==> config.mk <==
export PLATFORM = sky130hd
export DESIGN_NAME = ltd_ctrl
export DESIGN_NICKNAME = d
export VERILOG_FILES = /design/src/core/ltd_pkg.sv /design/src/core/ltd_ctrl.sv
export VERILOG_INCLUDE_DIRS = /design/src /design/src/core
export SDC_FILE = /design/constraint.sdc
export NUM_CORES = 1
export LEC_CHECK = 0
export ABC_AREA = 1
export BUFFER_PORTS_ARGS = -buffer_cell sky130_fd_sc_hd__buf_2
export CAP_MARGIN = 10
export CORE_ASPECT_RATIO = 1.25
export CORE_MARGIN = 4
export CORE_UTILIZATION = 59
export CTS_CLUSTER_SIZE = 10
export DETAILED_ROUTE_END_ITERATION = 10
export GPL_ROUTABILITY_DRIVEN = 0
export GPL_TIMING_DRIVEN = 0
export PLACE_DENSITY = 0.88
export SETUP_SLACK_MARGIN = 0.4
export SYNTH_ARGS = -nofsm -noshare
export SYNTH_HDL_FRONTEND = slang
export SYNTH_SLANG_ARGS = --single-unit
==> constraint.sdc <==
create_clock -name clk_i -period 3.95 [get_ports clk_i]
set_clock_uncertainty 0.1 [all_clocks]
set_input_delay 0.79 -clock clk_i [delete_from_list [all_inputs] [get_ports clk_i]]
set_output_delay 0.79 -clock clk_i [all_outputs]
set_load 0.01 [all_outputs]
==> src/core/ltd_params.svh <==
// constants for the tone and diagnostic control block
`ifndef LTD_PARAMS_SVH
`define LTD_PARAMS_SVH
`define LTD_CLK_MHZ       250
`define LTD_ON_DLY_NS     6000
`define LTD_OFF_DLY_NS    30000
`define LTD_ON_CYC        ((`LTD_ON_DLY_NS * `LTD_CLK_MHZ + 999) / 1000)
`define LTD_OFF_CYC       ((`LTD_OFF_DLY_NS * `LTD_CLK_MHZ) / 1000)
`define LTD_SINK_TO_US    10000
`define LTD_SINK_CYC      ((`LTD_SINK_TO_US * `LTD_CLK_MHZ))
`define LTD_TONE_HALF_CYC 5682
`define LTD_ADR_DATA1     4'h0
`define LTD_ADR_DATA4     4'h4
`define LTD_ADR_STAT1     4'h8
`define LTD_ADR_STAT2     4'hc
`define LTD_LVL_POS       0
`define LTD_TEN_POS       4
`define LTD_EXT_POS       5
`define LTD_LDM_POS       6
`define LTD_MON_POS       0
`define LTD_LVL_MAX       4'hf
`define LTD_DATA_RST      8'h00
`endif

==> src/core/ltd_pkg.sv <==
// types for the tone and diagnostic control block
package ltd_pkg;
	// wishbone request from the master
	typedef struct packed {
		logic        cyc;
		logic        stb;
		logic        we;
		logic [3:0]  adr;
		logic [3:0]  sel;
		logic [31:0] dat;
	} ltd_wb_req_t;
	// analog condition indications
	typedef struct packed {
		logic overload;
		logic overtemp;
		logic supply_low;
		logic supply_ok;
		logic level_low;
		logic tone_bad;
		logic tone_seen;
		logic load_low;
		logic sink_oc;
	} ltd_cond_t;
	typedef enum logic [1:0] {
		LTD_IDLE = 2'b00,
		LTD_WAIT = 2'b01,
		LTD_TONE = 2'b10,
		LTD_HOLD = 2'b11
	} ltd_state_t;
endpackage : ltd_pkg

==> src/core/ltd_ctrl.sv <==
// tone gating, diagnostics and register file of the supply control block
//
// Local design decisions: the Wishbone register port and the register addresses.
`timescale 1ns/100ps
`default_nettype none
`include "ltd_params.svh"
module ltd_ctrl #(
	parameter int SINK_CYC = `LTD_SINK_CYC
) (
	// clock and reset
	input  wire logic                clk_i,
	input  wire logic                rst_i,
	// wishbone slave
	input  wire ltd_pkg::ltd_wb_req_t wb_i,
	output logic [31:0]              wb_dat_o,
	output logic                     wb_ack_o,
	// pins and analog conditions
	input  wire logic                tone_envelope_in_i,
	input  wire logic                tone_detect_in_i,
	input  wire ltd_pkg::ltd_cond_t   cond_i,
	output logic                     tone_out_o,
	output logic                     filter_bypass_out_o,
	output logic                     detected_data_out_o,
	output logic                     fault_n_o,
	output logic                     fault_n_oe_o,
	output logic [3:0]               out_level_o,
	output logic                     low_drop_mode_o,
	output logic                     level_boost_o
);
	import ltd_pkg::*;

	localparam logic [12:0] ON_CYC  = 13'(`LTD_ON_CYC);
	localparam logic [12:0] OFF_CYC = 13'(`LTD_OFF_CYC);
	localparam logic [12:0] HALF    = 13'(`LTD_TONE_HALF_CYC);
	localparam logic [23:0] SINK_N  = 24'(SINK_CYC);

	// saturating step shared by the request history counters
	function automatic logic [12:0] sat_inc(input logic [12:0] v);
		sat_inc = (v == 13'h1fff) ? v : v + 13'h0001;
	endfunction

	// pin synchronisers, first stage read only by second
	logic [1:0] env_s_ff, det_s_ff;
	logic [8:0] cnd_s1_ff, cnd_s2_ff;
	always_ff @(posedge clk_i) begin
		if (rst_i) begin
			env_s_ff  <= 2'b00;
			det_s_ff  <= 2'b00;
			cnd_s1_ff <= 9'h000;
			cnd_s2_ff <= 9'h000;
		end else begin
			env_s_ff  <= {env_s_ff[0], tone_envelope_in_i};
			det_s_ff  <= {det_s_ff[0], tone_detect_in_i};
			cnd_s1_ff <= cond_i;
			cnd_s2_ff <= cnd_s1_ff;
		end
	end
	logic      env, det;
	ltd_cond_t cnd;
	assign env = env_s_ff[1];
	assign det = det_s_ff[1];
	assign cnd = ltd_cond_t'(cnd_s2_ff);

	// bus decode
	logic lockout, acc, wr, rd_stat;
	assign lockout = ~cnd.supply_ok;
	assign acc     = wb_i.cyc & wb_i.stb & ~wb_ack_o & ~lockout;
	assign wr      = acc & wb_i.we & wb_i.sel[0];
	assign rd_stat = acc & ~wb_i.we &
		((wb_i.adr == `LTD_ADR_STAT1) | (wb_i.adr == `LTD_ADR_STAT2));

	// data registers
	logic [7:0] data1_ff, nxt_data1;
	logic [7:0] data4_ff, nxt_data4;
	always_comb begin
		nxt_data1 = data1_ff;
		nxt_data4 = data4_ff;
		if (lockout) begin
			nxt_data1 = `LTD_DATA_RST;
			nxt_data4 = `LTD_DATA_RST;
		end else if (wr && wb_i.adr == `LTD_ADR_DATA1) begin
			nxt_data1 = wb_i.dat[7:0];
		end else if (wr && wb_i.adr == `LTD_ADR_DATA4) begin
			nxt_data4 = wb_i.dat[7:0];
		end
	end
	always_ff @(posedge clk_i) begin
		if (rst_i) begin
			data1_ff <= `LTD_DATA_RST;
			data4_ff <= `LTD_DATA_RST;
		end else begin
			data1_ff <= nxt_data1;
			data4_ff <= nxt_data4;
		end
	end
	logic tone_en, ext_waveform_sel, min_load_monitor_en;
	assign tone_en             = data1_ff[`LTD_TEN_POS];
	assign ext_waveform_sel    = data1_ff[`LTD_EXT_POS];
	assign min_load_monitor_en = data4_ff[`LTD_MON_POS];

	// level select, boosted when load monitor on
	always_ff @(posedge clk_i) begin
		if (rst_i) begin
			out_level_o     <= 4'h0;
			low_drop_mode_o <= 1'b0;
			level_boost_o   <= 1'b0;
		end else begin
			out_level_o     <= min_load_monitor_en ? `LTD_LVL_MAX :
				data1_ff[`LTD_LVL_POS +: 4];
			level_boost_o   <= min_load_monitor_en;
			low_drop_mode_o <= data1_ff[`LTD_LDM_POS];
		end
	end

	// envelope gating state machine
	ltd_state_t st_ff, nxt_st;
	logic [12:0] dly_ff, nxt_dly;
	logic        gate_req;
	assign gate_req = tone_en & ~ext_waveform_sel & env;
	always_comb begin
		nxt_st  = st_ff;
		nxt_dly = dly_ff;
		case (st_ff)
			LTD_IDLE: begin
				nxt_dly = 13'h0000;
				if (gate_req) nxt_st = LTD_WAIT;
			end
			LTD_WAIT: begin
				nxt_dly = dly_ff + 13'h0001;
				if (!gate_req) nxt_st = LTD_IDLE;
				else if (dly_ff == ON_CYC - 13'h0002) nxt_st = LTD_TONE;
			end
			LTD_TONE: begin
				nxt_dly = 13'h0000;
				if (!gate_req) nxt_st = LTD_HOLD;
			end
			LTD_HOLD: begin
				nxt_dly = dly_ff + 13'h0001;
				if (gate_req) nxt_st = LTD_TONE;
				else if (dly_ff == OFF_CYC - 13'h0002) nxt_st = LTD_IDLE;
			end
			default: begin
				nxt_st  = LTD_IDLE;
				nxt_dly = 13'h0000;
			end
		endcase
	end
	always_ff @(posedge clk_i) begin
		if (rst_i) begin
			st_ff  <= LTD_IDLE;
			dly_ff <= 13'h0000;
		end else begin
			st_ff  <= nxt_st;
			dly_ff <= nxt_dly;
		end
	end
	logic tone_on;
	assign tone_on = (st_ff == LTD_TONE) || (st_ff == LTD_HOLD);

	// internal tone generator and output
	logic [12:0] ph_ff, nxt_ph;
	logic        sq_ff, nxt_sq;
	always_comb begin
		nxt_ph = (ph_ff == HALF - 13'h0001) ? 13'h0000 : ph_ff + 13'h0001;
		nxt_sq = (ph_ff == HALF - 13'h0001) ? ~sq_ff : sq_ff;
	end
	always_ff @(posedge clk_i) begin
		if (rst_i) begin
			ph_ff               <= 13'h0000;
			sq_ff               <= 1'b0;
			tone_out_o          <= 1'b0;
			filter_bypass_out_o <= 1'b0;
		end else begin
			ph_ff               <= nxt_ph;
			sq_ff               <= nxt_sq;
			tone_out_o          <= tone_on & sq_ff;
			filter_bypass_out_o <= tone_on;
		end
	end

	// detected data follows detector activity
	always_ff @(posedge clk_i) begin
		if (rst_i) detected_data_out_o <= 1'b0;
		else       detected_data_out_o <= det;
	end

	// sink overcurrent timeout
	logic [23:0] sink_ff, nxt_sink;
	always_comb begin
		nxt_sink = 24'h000000;
		if (cnd.sink_oc && sink_ff != SINK_N) nxt_sink = sink_ff + 24'h000001;
		else if (cnd.sink_oc) nxt_sink = sink_ff;
	end
	always_ff @(posedge clk_i) begin
		if (rst_i) sink_ff <= 24'h000000;
		else       sink_ff <= nxt_sink;
	end

	// latched fault flags, set wins over read clear
	logic [2:0] lat_ff, nxt_lat;
	logic [2:0] cause;
	logic       rd_stat_ff;
	assign cause = {cnd.supply_low, cnd.overtemp, cnd.overload};
	always_comb begin
		nxt_lat = lat_ff;
		if (wb_ack_o && rd_stat_ff)
			nxt_lat = lat_ff & cause;
		nxt_lat = nxt_lat | cause;
	end
	always_ff @(posedge clk_i) begin
		if (rst_i) begin
			lat_ff     <= 3'b000;
			rd_stat_ff <= 1'b0;
		end else begin
			lat_ff     <= nxt_lat;
			rd_stat_ff <= rd_stat;
		end
	end

	// open drain fault pin
	assign fault_n_o    = 1'b0;
	assign fault_n_oe_o = |lat_ff;

	// status words
	logic [7:0] stat1, stat2;
	assign stat1 = {4'h0, cnd.level_low & (out_level_o != 4'h0), lat_ff};
	assign stat2 = {3'h0, (sink_ff == SINK_N),
		min_load_monitor_en & cnd.load_low,
		cnd.tone_seen, cnd.tone_bad, 1'b0};

	// wishbone answer, one cycle after request
	always_ff @(posedge clk_i) begin
		if (rst_i) begin
			wb_ack_o <= 1'b0;
			wb_dat_o <= 32'h00000000;
		end else begin
			wb_ack_o <= acc;
			if (acc && !wb_i.we) begin
				case (wb_i.adr)
					`LTD_ADR_DATA1: wb_dat_o <= {24'h000000, data1_ff};
					`LTD_ADR_DATA4: wb_dat_o <= {24'h000000, data4_ff};
					`LTD_ADR_STAT1: wb_dat_o <= {24'h000000, stat1};
					`LTD_ADR_STAT2: wb_dat_o <= {24'h000000, stat2};
					default:        wb_dat_o <= 32'h00000000;
				endcase
			end
		end
	end

	// check helpers: edges in a row with and without a gate request
	logic [12:0] gate_run_ff, nxt_gate_run;
	logic [12:0] gate_idle_ff, nxt_gate_idle;
	always_comb begin
		nxt_gate_run  = 13'h0000;
		nxt_gate_idle = 13'h0000;
		if (gate_req) begin
			nxt_gate_run = sat_inc(gate_run_ff);
		end else begin
			nxt_gate_idle = sat_inc(gate_idle_ff);
		end
	end
	always_ff @(posedge clk_i) begin
		if (rst_i) begin
			gate_run_ff  <= 13'h0000;
			gate_idle_ff <= 13'h0000;
		end else begin
			gate_run_ff  <= nxt_gate_run;
			gate_idle_ff <= nxt_gate_idle;
		end
	end

	// checks: tone start and stop against the request history, then fault pin, flags, lockout, level and bus answer
	tone_start_a: assert property (@(posedge clk_i) disable iff (rst_i)
		$rose(tone_on) |-> (gate_run_ff == ON_CYC))
		else $error("tone start delay wrong");
	tone_late_a: assert property (@(posedge clk_i) disable iff (rst_i)
		(gate_run_ff >= ON_CYC) |-> tone_on)
		else $error("tone missing under envelope");
	tone_stop_a: assert property (@(posedge clk_i) disable iff (rst_i)
		$fell(tone_on) |-> (gate_idle_ff == OFF_CYC))
		else $error("tone stop delay wrong");
	tone_cease_a: assert property (@(posedge clk_i) disable iff (rst_i)
		(gate_idle_ff >= OFF_CYC) |-> !tone_on)
		else $error("tone held after envelope");
	bypass_follow_a: assert property (@(posedge clk_i) disable iff (rst_i)
		##1 (filter_bypass_out_o == $past(tone_on)))
		else $error("bypass not following tone");
	tone_gate_a: assert property (@(posedge clk_i) disable iff (rst_i)
		tone_out_o |-> $past(tone_on))
		else $error("tone without gate");
	fault_pin_a: assert property (@(posedge clk_i) disable iff (rst_i)
		(|lat_ff) |-> (fault_n_oe_o && !fault_n_o))
		else $error("fault pin not low");
	flag_hold_a: assert property (@(posedge clk_i) disable iff (rst_i)
		(lat_ff[0] && !(wb_ack_o && rd_stat_ff)) |=> lat_ff[0])
		else $error("latched flag dropped without read");
	lock_zero_a: assert property (@(posedge clk_i) disable iff (rst_i)
		lockout |=> (data1_ff == 8'h00 && data4_ff == 8'h00))
		else $error("data not zero in lockout");
	boost_lvl_a: assert property (@(posedge clk_i) disable iff (rst_i)
		min_load_monitor_en |=> (out_level_o == `LTD_LVL_MAX))
		else $error("boost level missing");
	power_bad_a: assert property (@(posedge clk_i) disable iff (rst_i)
		cnd.supply_low |=> lat_ff[2])
		else $error("power bad flag not set");
	ack_once_a: assert property (@(posedge clk_i) disable iff (rst_i)
		wb_ack_o |=> !wb_ack_o)
		else $error("ack held two cycles");
	ack_next_a: assert property (@(posedge clk_i) disable iff (rst_i)
		acc |=> wb_ack_o)
		else $error("ack not one cycle after request");
	lock_ignore_a: assert property (@(posedge clk_i) disable iff (rst_i)
		lockout |=> !wb_ack_o)
		else $error("bus answered in lockout");
	data_write_a: assert property (@(posedge clk_i) disable iff (rst_i)
		(wr && wb_i.adr == `LTD_ADR_DATA1) |=> (data1_ff == $past(wb_i.dat[7:0])))
		else $error("level write lost");
	level_out_a: assert property (@(posedge clk_i) disable iff (rst_i)
		!min_load_monitor_en |=> (out_level_o == $past(data1_ff[`LTD_LVL_POS +: 4])))
		else $error("level not following select field");

	// checks: fault flags, pin, live status and detected data
	fault_release_a: assert property (@(posedge clk_i) disable iff (rst_i)
		(fault_n_oe_o && !(wb_ack_o && rd_stat_ff)) |=> fault_n_oe_o)
		else $error("fault pin released without read");
	flag_clear_a: assert property (@(posedge clk_i) disable iff (rst_i)
		(lat_ff[1] && !cause[1] && wb_ack_o && rd_stat_ff) |=> !lat_ff[1])
		else $error("latched flag kept after read");
	sink_clear_a: assert property (@(posedge clk_i) disable iff (rst_i)
		!cnd.sink_oc |=> (sink_ff == 24'h000000))
		else $error("sink timer kept without overcurrent");
	det_follow_a: assert property (@(posedge clk_i) disable iff (rst_i)
		detected_data_out_o == $past(tone_detect_in_i, 3))
		else $error("detected data not following pin");

	// covers for the main scenarios
	tone_run_c: cover property (@(posedge clk_i) disable iff (rst_i) st_ff == LTD_HOLD);
	fault_clr_c: cover property (@(posedge clk_i) disable iff (rst_i) $fell(lat_ff[0]));
	sink_to_c: cover property (@(posedge clk_i) disable iff (rst_i) sink_ff == SINK_N);
	tone_rise_c: cover property (@(posedge clk_i) disable iff (rst_i) $rose(tone_on));
	stat_read_c: cover property (@(posedge clk_i) disable iff (rst_i) wb_ack_o && rd_stat_ff);
endmodule : ltd_ctrl
`default_nettype wire

==> results by group <==
Drt
  • Vias/cell: 5.21
  • Initial DRC Count: 274
  • Routed wire per std cell: 13.0 um
  • Final WL: 11,500 um
  • Routed via count: 4,625
  • Antenna Nets Post-Route: 0
  • First-pass iteration count of the detailed router: 5
  • # DRC: 0

Power and ir drop
  • Psw: 0.610 mW
  • Combinational power share: 4.6%
  • Leakage: 2.67 nW
  • Pwr dens: 467 mW/mm^2
  • Highest ir drop seen on vdd: 400 uV
  • Sw frac: 21.6%
  • Pint: 2.22 mW
  • Sequential share of power: 41.5%
  • Clock network power share: 53.9%

Layout
  • Fin nets: 839
  • Cell Count, Final, Fillers Out: 887
  • Design Area, Final: 0.00605 sq mm
  • Most common cell after layout, fill and taps aside: nand2_1
  • Share of layout cells above drive strength 1: 17.6%
  • Layout area overhead: 20.8%
  • Ant diodes: 0
  • Commonest cells after routing, fill and taps aside: 123 x nand2_1, 113 x dfxtp_1, 111 x inv_1, 100 x nor2_1, 57 x a21oi_1
  • FILL cells: 591

Place
  • Dpl cells: 855
  • IO buf count: 47
  • Post-Place Cell Area: 0.00545 sq mm
  • Hpwl dp: 7790 um
  • Dpl ws: 1.84 ns

CTS
  • CTS tree: done
  • TritonCTS Buffers: 17
  • Clock Tree Buf Depth: 2
  • Worst skew pair latency: 0.52 ns
  • CTS H-Tree Depth: 4
  • Clock Sinks: 113
  • Setup bufs post-CTS: 0
  • Clk slew on worst S/H paths: 0.05 ns
  • # resized after CTS: 0
  • # hold bufs at CTS: 0
  • Root Driver: clkbuf_8

Die
  • Io pins: 100
  • Die Width: 90.4 um
  • Starting Density: 60.8%
  • Core box area: 0.00824 sq mm
  • Die Y: 111 um
  • Die area: 0.0100 sq mm
  • Cell row count: 37

Critical path
  • Worst path bufs/invs: 1
  • Worst setup EP type: primary output
  • CP Data Required Time: 3.06 ns
  • R2r setup slk: 2.28 ns
  • Worst path depth: 3
  • Critical path type: reg -> out
  • CP max-delay cell: dfxtp_1
  • R2R depth: 10
  • FF-to-FF Start: dly_ff[0]
  • Crit-path max FO: 3
  • CP delay by family, top: flip-flops
  • Critical path cell sequence: nor2_1 -> nand2_1 -> buf_2
  • Crit-path max cell delay: 0.32 ns
  • Critical path arrival: 1.17 ns
  • Worst R2R End: dly_ff[12]
  • Setup crit start kind: flop

Global routing
  • Pin count of the biggest net entering global routing: 17
  • Initial antenna violation count: 0
  • Tot GR Track Use: 24.5%
  • First-pass GRT wire length: 20,200 um
  • GRT overflow: 0
  • Vias in the first global route: 4,577

Yosys
  • Post-synthesis xor/xnor area fraction: 0.350%
  • Synth warnings: 0
  • Sequential area share after synthesis: 45.2%
  • Synthesized cell area: 0.00501 sq mm
  • Post-synth top area cell: dfxtp_1
  • Ys async rst share: 0%
  • Compound-gate portion of the synthesized area: 11.0%
  • Synth Area in Simple Gates: 28.3%
  • Flop and latch count out of synthesis: 113
  • Post-synth EDFFs: 0
  • Top cells by area, synth: dfxtp_1 45%, nand2_1 9.2%, inv_1 8.3%, nor2_1 7.5%, a21oi_1 5.7%
  • Syn Inst Count: 687
  • Largest family of logic cells by synthesized area: simple AND/OR/NAND/NOR gates
  • Post-synthesis adder-cell area fraction: 1.50%
  • Synth cell types: 43
  • Avg Inst Size Synth: 7.29 sq um
  • Yosys top cell area share: 45.2%
  • Top_reg_cell synth: dfxtp_1
  • Mux cell area share after synthesis: 0%

STA
  • Final Hold Violating Endpoints: 0
  • Final period util: 52.1%
  • Hold slack: 0.301 ns
  • Slew Limit Fails: 0
  • Worst Slack Setup Final: 1.89 ns
  • Slew @ Worst Pin: 0.505 ns
  • Fmax achieved: 0.486 GHz
  • Setup Total Neg Slack: 0 ns
  • Final min period: 2.06 ns
  • Slew headroom: 66.1%
  • Final setup fails: 0
  • Unrepaired setup endpoints after global routing: no

Flow run
  • Max_cap viols: 0

Min path
  • Min-delay src: cnd_s1_ff[8]
  • Min-delay worst type: reg -> reg
  • Worst Hold End: cnd[8]
  • Min-Delay Path Depth: 2

Outcome
  • Status: finished clean
[power by group through the flow]
stage | Sequential [mW] | Combinational [mW] | Clock, mW
after CTS | 1.17 | 0.127 | 1.53
after detailed placement | 1.20 | 0.123 | 0
after floorplan | 1.19 | 0.0889 | 0
after global placement | 1.19 | 0.118 | 0
final | 1.17 | 0.129 | 1.52
after global routing | 1.17 | 0.146 | 1.58
[worst register-to-register path, stage by stage (launching register included)]
cell,delay (ns)
dfxtp_1,0.37
ha_1,0.18
nand2_1,0.09
nor2_2,0.13
nand2_1,0.11
nor2_2,0.14
nand2_1,0.10
nor2_1,0.16
nand2_1,0.08
nand2_1,0.06
nor2_1,0.04
[how the worst max path moves through the flow]
stage / to / slack (ns) / start
floorplan: data1_ff[6] / 2.13 / wb_i[37]
global placement: data1_ff[6] / 1.88 / wb_i[37]
detailed placement: data1_ff[6] / 1.84 / wb_i[37]
CTS: fault_n_oe_o / 1.88 / lat_ff[2]
global route: fault_n_oe_o / 1.85 / lat_ff[2]
finish: fault_n_oe_o / 1.89 / lat_ff[2]
[flip-flops by register name, summed over array words and instances, names as in the netlist, named ones only]
signal,count
cnd,9
st_ff,1
data1_ff,8
dly_ff,13
detected_data_out_o,1
wb_dat_o,8
level_boost_o,1
filter_bypass_out_o,1
out_level_o,4
rd_stat_ff,1
sq_ff,1
tone_out_o,1
ph_ff,13
data4_ff,8
det_s_ff,2
sink_ff,24
low_drop_mode_o,1
lat_ff,3
cnd_s1_ff,9
wb_ack_o,1
env_s_ff,2
[layer usage]
| metal | share of wire, % | global-route usage [%] |
|---|---|---|
| met1 | 40 | 26.5 |
| met2 | 51 | 43.6 |
| met3 | 5.4 | 5.97 |
| met4 | 3.8 | 13.5 |
| met5 | 0 | 0 |
[synthesized netlist by cell type (2+ instances only)]
| cell | number |
|---|---|
| or2_0 | 2 |
| inv_1 | 111 |
| nand2_1 | 123 |
| clkbuf_1 | 4 |
| nor3_1 | 20 |
| a31oi_1 | 3 |
| ha_1 | 6 |
| nand3_2 | 3 |
| a21oi_1 | 57 |
| buf_4 | 27 |
| nand3_1 | 25 |
| nor2_1 | 100 |
| buf_2 | 4 |
| nor2_2 | 8 |
| nor2_4 | 5 |
| nor4_1 | 2 |
| nand4_1 | 7 |
| inv_2 | 3 |
| o22ai_1 | 5 |
| o21ai_0 | 33 |
| dfxtp_1 | 113 |
| o21ai_1 | 2 |
| nor3_2 | 2 |
| nand2_2 | 3 |
[stage by stage]
step | power (mW) | util, %
floorplan | 1.28 | -
global placement | 1.31 | 66.2
detailed placement | 1.32 | 66.2
CTS | 2.83 | 73.4
global route | 2.90 | 73.4
finish | 2.83 | 73.4
[final cells by class]
type	count	area, sq um	area share (%)
sequential	113	2260	37.4
multi-input combinational	447	2150	35.6
clock buffer	22	463	7.65
inverter	114	428	7.07
buffer	37	253	4.18
timing repair buffer	47	235	3.89
clock inverter	10	133	2.19
tap	97	121	2.01
[cells by family after synthesis]
logic type | count (synthesis)
AND/OR/NAND/NOR | 309
buffers and inverters | 151
flip-flops | 113
AO/OA/AOI/OAI | 105
adder cells (fa/ha/maj) | 6
XOR/XNOR | 2
other | 1
Power figures use the tool's default switching activity.
